--- src/design/dcp_defines.svh ---
`ifndef DCP_DEFINES_SVH
`define DCP_DEFINES_SVH

// Command codes on the debug byte stream
`define DCP_CMD_WR_CTL      8'h04
`define DCP_CMD_RD_CTL      8'h05
`define DCP_CMD_WR_PC       8'h06
`define DCP_CMD_RD_PC       8'h07
`define DCP_CMD_WR_REG      8'h08
`define DCP_CMD_RD_REG      8'h09

// Field positions, reset values and the fill values for blocked reads
`define DCP_HALT_BIT        7
`define DCP_CTL_RESET       8'h00
`define DCP_BLOCKED_BYTE    8'hFF
`define DCP_BLOCKED_PC      16'hFFFF

// Register file address window of the flash control registers
`define DCP_FLASH_LO        12'hFF8
`define DCP_FLASH_HI        12'hFFB

// A size byte of zero stands for this many bytes
`define DCP_SIZE_ZERO_CNT   9'h100

`endif

--- src/design/dcp_pkg.sv ---
package dcp_pkg;

  // Command decoder states
  typedef enum logic [3:0] {
    ST_IDLE   = 4'b0000,
    ST_WCTL   = 4'b0001,
    ST_PCH    = 4'b0010,
    ST_PCL    = 4'b0011,
    ST_WAH    = 4'b0100,
    ST_WAL    = 4'b0101,
    ST_WSZ    = 4'b0110,
    ST_WDAT   = 4'b0111,
    ST_RAH    = 4'b1000,
    ST_RAL    = 4'b1001,
    ST_RSZ    = 4'b1010,
    ST_RREQ   = 4'b1011,
    ST_RWAIT  = 4'b1100,
    ST_RDATA  = 4'b1101,
    ST_TXWAIT = 4'b1110
  } dcp_state_type;

endpackage : dcp_pkg

--- src/design/dcp_reply_if.sv ---
`timescale 1ns/1ps
// Hand-off of one or two reply bytes from the decoder to the reply sender
interface dcp_reply_if;
  logic       load;
  logic       two;
  logic [7:0] first;
  logic [7:0] second;
  logic       busy;

  modport src (output load, output two, output first, output second, input busy);
  modport snk (input load, input two, input first, input second, output busy);
endinterface : dcp_reply_if

--- src/design/dcp_top.sv ---
// Notes on behaviour
// - Command 04H loads next byte into control
// - Under read protect halt bit only sets
// - Command 05H returns the control register byte
// - Command 06H takes counter high then low
// - Counter write dropped outside debug or protected
// - Command 07H returns counter high then low
// - Counter read gives FFFFH when blocked
// - Size zero means 256, else literal
// - Register writes dropped outside debug mode
// - Protected register writes reach flash control only
// - 09H reads registers, FFH when blocked
`timescale 1ns/1ps
`include "dcp_defines.svh"

module dcp_top (
  input  wire logic        sys_clk,
  input  wire logic        resetn,
  input  wire logic        rx_valid,
  input  wire logic [7:0]  rx_data,
  input  wire logic        read_protect,
  input  wire logic [15:0] program_counter,
  input  wire logic [7:0]  rf_rdata,
  input  wire logic        tx_ready,
  output logic             tx_valid,
  output logic [7:0]       tx_data,
  output logic [7:0]       debug_control_reg,
  output logic             debug_halt_mode_bit,
  output logic             pc_load,
  output logic [15:0]      pc_load_value,
  output logic             rf_wr,
  output logic             rf_rd,
  output logic [11:0]      rf_addr,
  output logic [7:0]       rf_wdata
);

  dcp_pkg::dcp_state_type state_ff;
  dcp_pkg::dcp_state_type ret_state_ff;
  logic [7:0]  ctl_ff;
  logic [7:0]  pc_hi_ff;
  logic        pc_load_ff;
  logic [15:0] pc_val_ff;
  logic        rf_wr_ff;
  logic        rf_rd_ff;
  logic [11:0] addr_ff;
  logic [11:0] rf_addr_ff;
  logic [7:0]  wdata_ff;
  logic [8:0]  cnt_ff;
  logic        load_ff;
  logic        two_ff;
  logic [7:0]  first_ff;
  logic [7:0]  second_ff;
  logic        debug_on;
  logic        access_ok;
  logic        flash_hit;
  logic [8:0]  size_cnt;

  dcp_reply_if rp_if ();

  assign debug_on  = ctl_ff[`DCP_HALT_BIT];
  // Debug mode with protection off opens the counter and register reads
  assign access_ok = debug_on && !read_protect;
  assign flash_hit = (addr_ff >= `DCP_FLASH_LO) && (addr_ff <= `DCP_FLASH_HI);
  assign size_cnt  = (rx_data == 8'h00) ? `DCP_SIZE_ZERO_CNT : {1'b0, rx_data};

  assign rp_if.load   = load_ff;
  assign rp_if.two    = two_ff;
  assign rp_if.first  = first_ff;
  assign rp_if.second = second_ff;

  assign debug_control_reg   = ctl_ff;
  assign debug_halt_mode_bit = ctl_ff[`DCP_HALT_BIT];
  assign pc_load             = pc_load_ff;
  assign pc_load_value       = pc_val_ff;
  assign rf_wr               = rf_wr_ff;
  assign rf_rd               = rf_rd_ff;
  assign rf_addr             = rf_addr_ff;
  assign rf_wdata            = wdata_ff;

  // Command sequencer; bytes arriving while a reply drains are not taken
  always_ff @(posedge sys_clk or negedge resetn)
  begin
    if (!resetn)
    begin
      state_ff     <= dcp_pkg::ST_IDLE;
      ret_state_ff <= dcp_pkg::ST_IDLE;
      cnt_ff       <= 9'h000;
      addr_ff      <= 12'h000;
      pc_hi_ff     <= 8'h00;
    end
    else
    begin
      unique case (state_ff)
        dcp_pkg::ST_IDLE:
        begin
          if (rx_valid)
          begin
            ret_state_ff <= dcp_pkg::ST_IDLE;
            if (rx_data == `DCP_CMD_WR_CTL)
              state_ff <= dcp_pkg::ST_WCTL;
            else if (rx_data == `DCP_CMD_RD_CTL)
              state_ff <= dcp_pkg::ST_TXWAIT;
            else if (rx_data == `DCP_CMD_WR_PC)
              state_ff <= dcp_pkg::ST_PCH;
            else if (rx_data == `DCP_CMD_RD_PC)
              state_ff <= dcp_pkg::ST_TXWAIT;
            else if (rx_data == `DCP_CMD_WR_REG)
              state_ff <= dcp_pkg::ST_WAH;
            else if (rx_data == `DCP_CMD_RD_REG)
              state_ff <= dcp_pkg::ST_RAH;
            else
              state_ff <= dcp_pkg::ST_IDLE;
          end
        end
        dcp_pkg::ST_WCTL:
          if (rx_valid)
            state_ff <= dcp_pkg::ST_IDLE;
        dcp_pkg::ST_PCH:
          if (rx_valid)
          begin
            pc_hi_ff <= rx_data;
            state_ff <= dcp_pkg::ST_PCL;
          end
        dcp_pkg::ST_PCL:
          if (rx_valid)
            state_ff <= dcp_pkg::ST_IDLE;
        dcp_pkg::ST_WAH, dcp_pkg::ST_RAH:
          if (rx_valid)
          begin
            addr_ff[11:8] <= rx_data[3:0];
            state_ff      <= (state_ff == dcp_pkg::ST_WAH) ? dcp_pkg::ST_WAL
                                                           : dcp_pkg::ST_RAL;
          end
        dcp_pkg::ST_WAL, dcp_pkg::ST_RAL:
          if (rx_valid)
          begin
            addr_ff[7:0] <= rx_data;
            state_ff     <= (state_ff == dcp_pkg::ST_WAL) ? dcp_pkg::ST_WSZ
                                                          : dcp_pkg::ST_RSZ;
          end
        dcp_pkg::ST_WSZ:
          if (rx_valid)
          begin
            cnt_ff   <= size_cnt;
            state_ff <= dcp_pkg::ST_WDAT;
          end
        dcp_pkg::ST_WDAT:
          if (rx_valid)
          begin
            // Address steps after each byte, wrapping inside 4 KB
            addr_ff  <= addr_ff + 12'h001;
            cnt_ff   <= cnt_ff - 9'h001;
            state_ff <= (cnt_ff == 9'h001) ? dcp_pkg::ST_IDLE : dcp_pkg::ST_WDAT;
          end
        dcp_pkg::ST_RSZ:
          if (rx_valid)
          begin
            cnt_ff   <= size_cnt;
            state_ff <= dcp_pkg::ST_RREQ;
          end
        dcp_pkg::ST_RREQ:
          state_ff <= dcp_pkg::ST_RWAIT;
        dcp_pkg::ST_RWAIT:
          state_ff <= dcp_pkg::ST_RDATA;
        dcp_pkg::ST_RDATA:
        begin
          addr_ff      <= addr_ff + 12'h001;
          cnt_ff       <= cnt_ff - 9'h001;
          ret_state_ff <= (cnt_ff == 9'h001) ? dcp_pkg::ST_IDLE : dcp_pkg::ST_RREQ;
          state_ff     <= dcp_pkg::ST_TXWAIT;
        end
        dcp_pkg::ST_TXWAIT:
          // The load pulse must land before busy can be trusted
          if (!load_ff && !rp_if.busy)
            state_ff <= ret_state_ff;
        default:
          state_ff <= dcp_pkg::ST_IDLE;
      endcase
    end
  end

  // Debug control register; protection makes the halt bit sticky until reset
  always_ff @(posedge sys_clk or negedge resetn)
  begin
    if (!resetn)
      ctl_ff <= `DCP_CTL_RESET;
    else if (state_ff == dcp_pkg::ST_WCTL && rx_valid)
    begin
      ctl_ff <= rx_data;
      if (read_protect)
        ctl_ff[`DCP_HALT_BIT] <= ctl_ff[`DCP_HALT_BIT] | rx_data[`DCP_HALT_BIT];
    end
  end

  // Program counter load strobe, suppressed when access is closed
  always_ff @(posedge sys_clk or negedge resetn)
  begin
    if (!resetn)
    begin
      pc_load_ff <= 1'b0;
      pc_val_ff  <= 16'h0000;
    end
    else
    begin
      pc_load_ff <= 1'b0;
      if (state_ff == dcp_pkg::ST_PCL && rx_valid && access_ok)
      begin
        pc_load_ff <= 1'b1;
        pc_val_ff  <= {pc_hi_ff, rx_data};
      end
    end
  end

  // Register file write strobe; addresses are applied with the data
  always_ff @(posedge sys_clk or negedge resetn)
  begin
    if (!resetn)
    begin
      rf_wr_ff <= 1'b0;
      wdata_ff <= 8'h00;
    end
    else
    begin
      rf_wr_ff <= 1'b0;
      if (state_ff == dcp_pkg::ST_WDAT && rx_valid)
      begin
        wdata_ff <= rx_data;
        // Bytes are still counted when dropped, so framing stays aligned
        rf_wr_ff <= debug_on && (!read_protect || flash_hit);
      end
    end
  end

  // Register file read strobe; data is expected one cycle later
  always_ff @(posedge sys_clk or negedge resetn)
  begin
    if (!resetn)
      rf_rd_ff <= 1'b0;
    else
      rf_rd_ff <= (state_ff == dcp_pkg::ST_RREQ) && access_ok;
  end

  // Strobe address, latched with each strobe so the stepping counter never shows under it
  always_ff @(posedge sys_clk or negedge resetn)
  begin
    if (!resetn)
      rf_addr_ff <= 12'h000;
    else if ((state_ff == dcp_pkg::ST_WDAT && rx_valid) || state_ff == dcp_pkg::ST_RREQ)
      rf_addr_ff <= addr_ff;
  end

  // Reply byte selection for the sender
  always_ff @(posedge sys_clk or negedge resetn)
  begin
    if (!resetn)
    begin
      load_ff   <= 1'b0;
      two_ff    <= 1'b0;
      first_ff  <= 8'h00;
      second_ff <= 8'h00;
    end
    else
    begin
      load_ff <= 1'b0;
      if (state_ff == dcp_pkg::ST_IDLE && rx_valid && rx_data == `DCP_CMD_RD_CTL)
      begin
        load_ff  <= 1'b1;
        two_ff   <= 1'b0;
        first_ff <= ctl_ff;
      end
      else if (state_ff == dcp_pkg::ST_IDLE && rx_valid && rx_data == `DCP_CMD_RD_PC)
      begin
        load_ff   <= 1'b1;
        two_ff    <= 1'b1;
        first_ff  <= access_ok ? program_counter[15:8] : `DCP_BLOCKED_BYTE;
        second_ff <= access_ok ? program_counter[7:0] : `DCP_BLOCKED_BYTE;
      end
      else if (state_ff == dcp_pkg::ST_RDATA)
      begin
        load_ff  <= 1'b1;
        two_ff   <= 1'b0;
        first_ff <= access_ok ? rf_rdata : `DCP_BLOCKED_BYTE;
      end
    end
  end

  dcp_reply u_reply (
    .sys_clk  (sys_clk),
    .resetn   (resetn),
    .rp       (rp_if.snk),
    .tx_ready (tx_ready),
    .tx_valid (tx_valid),
    .tx_data  (tx_data)
  );

endmodule : dcp_top

--- src/design/dcp_reply.sv ---
`timescale 1ns/1ps
// Sends up to two queued reply bytes with a valid/ready handshake
module dcp_reply (
  input  wire logic    sys_clk,
  input  wire logic    resetn,
  dcp_reply_if.snk     rp,
  input  wire logic    tx_ready,
  output logic         tx_valid,
  output logic [7:0]   tx_data
);

  logic [1:0] cnt_ff;
  logic [7:0] next_byte_ff;
  logic       valid_ff;
  logic [7:0] data_ff;

  assign rp.busy  = (cnt_ff != 2'h0);
  assign tx_valid = valid_ff;
  assign tx_data  = data_ff;

  // Byte queue; the decoder never loads while busy, so no overrun check
  always_ff @(posedge sys_clk or negedge resetn)
  begin
    if (!resetn)
    begin
      cnt_ff       <= 2'h0;
      next_byte_ff <= 8'h00;
      valid_ff     <= 1'b0;
      data_ff      <= 8'h00;
    end
    else if (rp.load)
    begin
      cnt_ff       <= rp.two ? 2'h2 : 2'h1;
      next_byte_ff <= rp.second;
      valid_ff     <= 1'b1;
      data_ff      <= rp.first;
    end
    else if (valid_ff && tx_ready)
    begin
      // Second byte follows the first back to back
      cnt_ff       <= cnt_ff - 2'h1;
      valid_ff     <= (cnt_ff == 2'h2);
      data_ff      <= next_byte_ff;
    end
  end

endmodule : dcp_reply

--- config.mk ---
export PLATFORM = sky130hd
export DESIGN_NAME = dcp_top
export DESIGN_NICKNAME = d
export VERILOG_FILES = /design/src/design/dcp_pkg.sv /design/src/design/dcp_reply_if.sv /design/src/design/dcp_top.sv /design/src/design/dcp_reply.sv
export VERILOG_INCLUDE_DIRS = /design/src /design/src/design
export SDC_FILE = /design/constraint.sdc
export NUM_CORES = 1
export LEC_CHECK = 0
export BUFFER_PORTS_ARGS = -buffer_cell sky130_fd_sc_hd__buf_2
export CAP_MARGIN = 20
export CORE_MARGIN = 2
export CORE_UTILIZATION = 42
export CTS_BUF_LIST = sky130_fd_sc_hd__clkbuf_8 sky130_fd_sc_hd__clkbuf_16
export CTS_CLUSTER_DIAMETER = 120
export DETAILED_ROUTE_END_ITERATION = 8
export PLACE_DENSITY_LB_ADDON = 0.3
export SLEW_MARGIN = 20
export SYNTH_ARGS = -nofsm -noshare
export SYNTH_HDL_FRONTEND = slang
export SYNTH_SLANG_ARGS = --single-unit
--- constraint.sdc ---
create_clock -name sys_clk -period 4.48 [get_ports sys_clk]
set_input_delay 0.448 -clock sys_clk [delete_from_list [all_inputs] [get_ports sys_clk]]
set_output_delay 0.448 -clock sys_clk [all_outputs]
set_load 0.03 [all_outputs]
==> metrics.txt, run 1 <==
Final Setup Violations 0; worst clock skew 0.007688 ns; Clock Latency Late Sink 0.42 ns; crit path capture type register; effective utilization at floorplan 43.04%; Post-Synth XOR/XNOR Area 0.3074%; Yosys warning count 0; Synth Net Count 588; Port Buf Inserts 93; dominant cell type by area after synthesis dfrtp_1; post-layout minimum cycle time 2.911 ns; vias in the first global route 4390; RSZ-0062 raised after global routing false; num rows 42; Slew @ Worst Pin 1.078 ns; Synth area leaders dfrtp_1 52%, mux2_2 13%, a21oi_1 3.6%; Final Slew Violations 0; P_sw 1.275 mW; Final TNS setup 0 ns; Final Cycle Share 64.99%; DIE WIDTH 120.5 um; DRC violations left 0; IR drop worst, VDD 0.0003073 V; register area share after synthesis 51.81%; internal power 2.536 mW; Overflow after GRT 0; crit path kind register to register; clk sink count 118; CTS tree done; ys flop type dfrtp_1; final wirelength 13.88 mm; clock transition at the registers of the reported paths 0.06 ns; first-pass GRT wire length 22.75 mm; Clock Path Buffers 2; postcts setup bufs 0; post-DP HPWL 9.277 mm; critical path fanouts, max 24; fmax 343.5 MHz; Global Route Usage Sum 20.20%; vias 4435; post-synthesis simple-gate area fraction 13.90%; vias per cell 5.428; register area 2953 um2; Arrival @ worst endpoint 3.25 ns; Post-Syn Area 5699 um2; final net count 671; Leak Pwr 3.292 nW; cts bufs inserted 17; power density over the cells 553.0 nW/um2; hold violation count in the final report 0; met3 usage 5.991%; number of DRC markers in iteration 0 403; flop and latch count out of synthesis 118; Synth Area in Compound Gates 14.27%; initial antenna violation count 0; Mapped Cells 545; Placeable Area 13240 um2; Yosys top cell area share 51.81%; # diodes 0; post-route ant nets 0; # fillers 1205; max reg flops 16; DIE AREA 14520 um2; final RePlAce weighted congestion 0.8606; hold crit path type input pin to register; status finished, final reports clean; Worst setup SP type register; Root Buffer clkbuf_16; drt pass-1 iters 6; Multi-input gate area 2534 um2; Sequential Power Share 39.6%; Async S/R FF share, synth 100.0%; num ports 94; htree depth 4; Syn-to-layout area delta 20.94%; grt met2 use 32.73%; EDFF count, synth 0; largest net degree at the start of global routing 53; post-synthesis adder-cell area fraction 1.317%; Clock power frac 36.9%; largest family of logic cells by synthesized area multiplexers; met1 GRT Util 25.79%; final core utilization 52.05%; switch share 33.46%; WP data required 4.82 ns; Die Ht 120.5 um; multiplexer share of the synthesized area 14.62%; share of layout cells above drive strength 1 31.83%; WL per Instance 16.98 um; combinational share of power 23.4%; grt peak-use layer met2; Slew headroom 28.16%; syn avg cell area 10.46 um2; max cap viols 0; Yosys cell types 54
## logic make-up after synthesis
logic type,count (synthesis)
simple gates,160
compound gates,135
flops,118
mux,75
buf+inv,49
fa+ha+maj,6
xor+xnor,2
## cell type report
type                            instances  area share [%]
Inverter                               14          0.7624
Timing Repair Buffer                   99           7.479
Sequential cell                       118           42.84
Clock inverter                         12           2.196
Multi-Input combinational cell        378           36.76
Clock buffer                           20           6.771
Tap cell                              176           3.195
## per-stage QoR
step                      total power [mW]  instance area [um2]  hold WS [ns]  worst slack, ns  cells
after floorplan                      2.123                 5699        0.1524            2.462    545
after global placement               2.384                 6255        0.3368            1.689    783
after detailed placement             2.414                 6262        0.3390            1.618    784
after CTS                            3.835                 6890        0.2991            1.606    817
after global routing                 4.005                 6893        0.3150            1.298    817
final                                3.811                 6893        0.3139            1.569    817
## power groups by stage
stage	logic [mW]	registers, mW	clock network (mW)
after detailed placement	0.891	1.52	0
after CTS	0.896	1.51	1.43
final	0.893	1.51	1.41
after global routing	0.980	1.54	1.48
after global placement	0.874	1.51	0
after floorplan	0.500	1.62	0
## synth_stat cells, drive strengths merged (4+ instances only)
cell type / number
o22a: 4
nor4: 5
dfrtp: 118
nor2b: 8
o22ai: 12
nor2: 44
o21ai: 39
a31oi: 8
ha: 6
buf: 11
o31ai: 4
nor3: 18
a21o: 4
a21oi: 42
mux2i: 9
nand2b: 15
inv: 14
nand3: 9
nand2: 44
clkbuf: 24
mux2: 66
## routing by layer
layer,share of wire [%],vias up
met5,0,-
met4,1.5,0
li1,-,2122
met1,44,2174
met3,5.2,17
met2,49,122
## cell usage in the layout, fill, tap and decap left out, types with 6 or more instances in the layout
master	instances
nor2_1	42
mux2_2	66
nand2b_1	15
a21oi_1	41
nand2_1	44
nor2b_1	8
buf_2	92
mux2i_1	9
nor3_1	17
ha_1	6
nand3_1	9
buf_4	6
dfrtp_1	118
o21ai_0	38
clkbuf_16	17
a31oi_1	8
o22ai_1	12
inv_1	14
## repair_timing
action                    4_1_cts  5_1_grt
gates resized for setup         0        0
hold endpoints to repair       18        0
hold buffers                    1        0
## final timing paths
path,slack (ns),endpoint,cells after the start,start
min in group asynchronous,0.45,first_ff[4],2,resetn
max in group asynchronous,3.10,cnt_ff[5],3,resetn
setup / recovery,1.57,rp_if.second[3],5,state_ff[1]
hold / removal,0.31,rp_if.second[6],3,program_counter[6]
setup reg to reg,1.57,rp_if.second[3],5,state_ff[1]
hold reg to reg,0.48,rp_if.two,1,rp_if.two
## critical path, cell delays in order (launching register included)
cell and delay [ns]:
dfrtp_1 0.63, or4_1 0.69, nor4_4 0.62, and2_1 0.64
nor2_1 0.11, a21oi_1 0.14
Power figures use the tool's default switching activity.
==> run 2: changes to the inputs <==
==> constraint.sdc (replaced) <==
create_clock -name sys_clk -period 2.4 [get_ports sys_clk]
set_input_delay 0.24 -clock sys_clk [delete_from_list [all_inputs] [get_ports sys_clk]]
set_output_delay 0.24 -clock sys_clk [all_outputs]
set_load 0.03 [all_outputs]
==> run 2 against run 1 <==
  * Fmax up 42%
  * Worst setup slack lost 1.2 ns
  * Wire length is 1.4% lower
  * Sequential power rose by 82%
  * Worst hold slack got worse by 0.20 ns
  * First-iteration DRC count decreased by 29%
  * Non-clock buffer count is 13 higher
  * Power rose by 91%
  * Cell count up 1.6%
  * Sequential cell count unchanged
  * Die area is the same
==> metrics.txt, run 2 (synthesis gave the netlist of run 1 again) <==
IR drop worst, VDD 0.0005308 V (+73%); placed inst area 6372 um2 (+1.8%); # fillers 1186 (-1.6%); num ports 94 (unchanged); max cap viols 0 (unchanged); DIE WIDTH 120.5 um (unchanged); max reg flops 16 (unchanged); final RePlAce weighted congestion 0.9208 (+7.0%); Overflow after GRT 0 (unchanged); final net count 684 (+1.9%); clock transition at the registers of the reported paths 0.05 ns (about the same); CP Cell Sequence or4_1 > nor4_4 > buf_4 > a21oi_1 > mux2_2; most frequent cells in the layout 118 x dfrtp_1, 92 x buf_2, 66 x mux2_2, 44 x nand2_1, 43 x nor2_1; Global Route Usage Sum 20.34% (+0.13 points); most common cell after layout, fill and taps aside dfrtp_1; fmax 486.4 MHz (+42%); final wirelength 13.68 mm (-1.4%); DRC violations left 0 (unchanged); Port Buf Inserts 93 (unchanged); DIE AREA 14520 um2 (unchanged); htree depth 4 (unchanged); Root Buffer clkbuf_16; Final Cycle Share 85.66% (+21 points); crit path capture type register; number of DRC markers in iteration 0 288 (-29%); first-pass GRT wire length 23.01 mm (+1.2%); post-DP HPWL 9.369 mm (+1.0%); hold crit path type input pin to register; post-route ant nets 0 (unchanged); post-layout minimum cycle time 2.056 ns (-0.8555 ns); clk sink count 118 (unchanged); postcts setup bufs 0 (unchanged); share of layout cells above drive strength 1 32.72% (+0.90 points); vias 4570 (+3.0%); crit path kind register to register; power density over the cells 1035 nW/um2 (+87%); Final Setup Violations 0 (unchanged); effective utilization at floorplan 43.04% (unchanged); RSZ-0062 raised after global routing false; Die Ht 120.5 um (unchanged); WL per Instance 16.48 um (-2.9%); Arrival @ worst endpoint 2.34 ns (-0.91 ns); Leak Pwr 3.374 nW (+2.5%); Worst setup SP type register; vias per cell 5.506 (+1.4%); # diodes 0 (unchanged); drt pass-1 iters 5 (-1); hold violation count in the final report 0 (unchanged); Slew @ Worst Pin 0.6919 ns (-0.3857 ns); Final Slew Violations 0 (unchanged); Slew headroom 53.87% (+26 points); WP data required 2.69 ns (-2.13 ns); final core utilization 53.16% (+1.1 points); initial antenna violation count 0 (unchanged); vias in the first global route 4511 (+2.8%); Syn-to-layout area delta 23.51%; CTS tree done; Placeable Area 13240 um2 (unchanged); # resized after CTS 0 (unchanged); fin area 7039 um2 (+2.1%); Final TNS setup 0 ns (unchanged); Clock Path Buffers 2 (unchanged); Clock Latency Late Sink 0.41 ns (about the same); worst clock skew 0.006326 ns (-0.001362 ns); critical-path cell with the highest stage delay or4_1; Hold Buf Count CTS 1 (unchanged); critical path fanouts, max 17 (-29%); status finished, final reports clean; flop-to-flop setup slack 0.34 ns (-1.22 ns); num rows 42 (unchanged); cts bufs inserted 17 (unchanged); CP max stage delay 0.58 ns (-0.11 ns); largest net degree at the start of global routing 62 (+17%)
==> run 2: cell types whose count changed in the layout (fill, tap and decap cells not counted) <==
cell,change
buf_4,+12
clkinv_2,-4
clkinv_4,-3
clkinvlp_4,+3
bufinv_16,+2
inv_1,+2
buf_12,+1
clkbuf_8,-1
inv_6,+1
nor2_1,+1
nor2_2,-1
o21ai_0,+1
o21ai_1,-1
==> run 2: metrics by stage <==
stage                     total power, mW  worst slack [ns]  cells  hold slack (ns)
after detailed placement            4.532            0.3845    797           0.1273
after floorplan                     3.962            0.4207    545         -0.05559
after global routing                7.687            0.1471    830           0.1125
after CTS                           7.356            0.3798    830          0.09513
after global placement              4.482            0.4372    797           0.1282
final                               7.288            0.3441    830           0.1121
==> run 2: final cells by class <==
type | instances | area [um2] | share of cell area, %
clock buffers | 19 | 452.9 | 6.434
clock inverters | 13 | 203.9 | 2.897
inverters | 14 | 52.55 | 0.7465
multi-input cells | 378 | 2531 | 35.96
flip-flops and latches | 118 | 2953 | 41.95
well taps | 176 | 220.2 | 3.128
repair buffers | 112 | 625.6 | 8.887
==> run 2: path summary, 6_finish.rpt <==
path,to,from,cells after the start
setup / recovery,first_ff[0],state_ff[3],5
hold / removal,rp_if.second[0],program_counter[0],3
setup reg to reg,first_ff[0],state_ff[3],5
hold reg to reg,rp_if.two,rp_if.two,1
max in group asynchronous,rf_addr[5],resetn,3
min in group asynchronous,u_reply.tx_data[1],resetn,2
==> run 2: power by group <==
group | internal [mW] | switching [mW]
registers | 2.40 | 0.350
clock network | 1.89 | 0.897
logic | 0.656 | 1.10
total | 4.94 | 2.34
==> run 2: per-layer routing <==
| layer | vias up | GRT usage, % | share of wire (%) |
|---|---|---|---|
| met3 | 29 | 4.953 | 4.5 |
| met1 | 2273 | 26.56 | 44 |
| li1 | 2152 | - | - |
| met2 | 116 | 31.60 | 49 |
| met4 | 0 | 10.25 | 3.0 |
| met5 | - | 0 | 0 |
==> run 2: critical path, delay by kind of cell (launching register included) <==
family / cells / cell delay (ns)
simple gates: 2 / 0.78
flops: 1 / 0.55
mux: 1 / 0.27
buf+inv: 1 / 0.25
compound gates: 1 / 0.09
==> run 3: changes to the inputs <==
--- a/config.mk
+++ b/config.mk
@@ -8,7 +8,7 @@
 export LEC_CHECK = 0
 export BUFFER_PORTS_ARGS = -buffer_cell sky130_fd_sc_hd__buf_2
 export CAP_MARGIN = 20
-export CORE_MARGIN = 2
+export CORE_MARGIN = 4
 export CORE_UTILIZATION = 42
 export CTS_BUF_LIST = sky130_fd_sc_hd__clkbuf_8 sky130_fd_sc_hd__clkbuf_16
 export CTS_CLUSTER_DIAMETER = 120
==> run 3 against run 2 <==
  * Critical path depth is the same
  * Global-route usage shrank 1.8 points
  * Fmax is 3.9% higher
  * Highest routed layer unchanged
==> metrics.txt, run 3 (synthesis gave the netlist of run 1 again) <==
Multi-input gate area 2531 um2 (unchanged); Clock Path Buffers 2 (unchanged); clk sink count 118 (unchanged); post-DP HPWL 9.825 mm (+4.9%); power density over the cells 1009 nW/um2 (-2.5%); share of layout cells above drive strength 1 33.08% (+0.36 points); worst clock skew 0.005725 ns (-0.0006010 ns); final net count 687 (+0.44%); final wirelength 13.87 mm (+1.4%); max cap viols 0 (unchanged); DIE WIDTH 124.5 um (+3.3%); Final Setup Violations 0 (unchanged); clock transition at the registers of the reported paths 0.06 ns (about the same); critical path fanouts, max 13 (-4); Root Buffer clkbuf_16; Port Buf Inserts 93 (unchanged); # fillers 1229 (+3.6%); Placeable Area 13240 um2 (unchanged); num ports 94 (unchanged); Worst setup SP type register; Final TNS setup 0 ns (unchanged); drt pass-1 iters 5 (unchanged); DRC violations left 0 (unchanged); num rows 42 (unchanged); Leak Pwr 3.366 nW (-0.22%); initial antenna violation count 0 (unchanged); RSZ-0062 raised after global routing false; vias in the first global route 4614 (+2.3%); Overflow after GRT 0 (unchanged); Global Route Usage Sum 18.50% (-1.8 points); Total Power 7.065 mW (-3.1%); Clock Latency Late Sink 0.41 ns (about the same); most frequent cells in the layout 118 x dfrtp_1, 92 x buf_2, 66 x mux2_2, 44 x nand2_1, 43 x nor2_1; htree depth 4 (unchanged); largest net degree at the start of global routing 46 (-26%); crit path capture type register; CTS tree done; post-route ant nets 0 (unchanged); vias 4520 (-1.1%); postcts setup bufs 0 (unchanged); # diodes 0 (unchanged); hold crit path type input pin to register; vias per cell 5.433 (-1.3%); hold violation count in the final report 0 (unchanged); DIE AREA 15500 um2 (+6.8%); post-layout minimum cycle time 1.979 ns (-0.07644 ns); WL per Instance 16.67 um (+1.2%); Slew @ Worst Pin 0.7490 ns (+0.05710 ns); effective utilization at floorplan 43.04% (unchanged); WP data required 2.71 ns (+0.02 ns); crit path kind register to register; Syn-to-layout area delta 22.85%; register area 2953 um2 (unchanged); most common cell after layout, fill and taps aside dfrtp_1; Final Cycle Share 82.48% (-3.2 points); number of DRC markers in iteration 0 320 (+11%); first-pass GRT wire length 23.28 mm (+1.2%); status finished, final reports clean; max reg flops 16 (unchanged); cts bufs inserted 17 (unchanged); IR drop worst, VDD 0.0004393 V (-17%); Slew headroom 50.07% (-3.8 points); Final Slew Violations 0 (unchanged); Die Ht 124.5 um (+3.3%); fmax 505.2 MHz (+3.9%); Arrival @ worst endpoint 2.28 ns (-0.06 ns); final RePlAce weighted congestion 0.8485 (-7.9%)
==> run 3: worst max-delay path, stage by stage, from the launching register on <==
cell	delay, ns
dfrtp_1	0.58
nand2b_1	0.18
o21ai_0	0.25
a32o_1	0.45
o21ai_0	0.16
a22o_1	0.25
==> run 3: worst paths after layout <==
check | from | end | slack, ns | cells past startpoint
min reg2reg | rp_if.two | rp_if.two | 0.48 | 1
max in group asynchronous | resetn | u_reply.next_byte_ff[2] | 1.33 | 3
max | state_ff[3] | cnt_ff[3] | 0.42 | 5
max reg2reg | state_ff[3] | cnt_ff[3] | 0.42 | 5
min | program_counter[3] | rp_if.second[3] | 0.11 | 3
min in group asynchronous | resetn | u_reply.tx_data[3] | 0.37 | 2
==> run 3: metrics by stage <==
| stage | util [%] | hold WS, ns | setup slack (ns) | area, um2 | std cells |
|---|---|---|---|---|---|
| after floorplan | - | -0.05559 | 0.4207 | 5699 | 545 |
| after global placement | 48.29 | 0.2773 | 0.4663 | 6395 | 800 |
| after detailed placement | 48.29 | 0.2802 | 0.4143 | 6395 | 800 |
| after CTS | 52.87 | 0.09788 | 0.4318 | 7002 | 832 |
| after global routing | 52.87 | 0.1191 | 0.2708 | 7002 | 832 |
| final | 52.87 | 0.1116 | 0.4205 | 7002 | 832 |
==> run 3: metal layers <==
layer	part of all wire (%)	track usage, %	vias to the layer above
met5	0	0	-
met4	2.6	8.188	0
met3	4.8	5.060	32
met2	50	30.22	112
met1	43	22.98	2224
li1	-	-	2152
==> run 3: power by group <==
part / internal (mW) / leakage (nW) / switching [mW]
logic: 0.671 / 1.55 / 1.11
registers: 2.40 / 1.52 / 0.350
clock network: 1.65 / 0.289 / 0.893
==> run 3: final cells by class <==
cell class | instances | area share (%)
tap | 176 | 3.145
sequential | 118 | 42.17
multi-input combinational | 378 | 36.15
inverter | 14 | 0.7505
timing repair buffer | 115 | 9.257
clock inverter | 13 | 2.252
clock buffer | 18 | 6.272
==> run 3: repair_timing <==
item	4_1_cts	5_1_grt
endpoints found under the hold margin	42	0
hold buffers	1	0
resized for setup	0	0
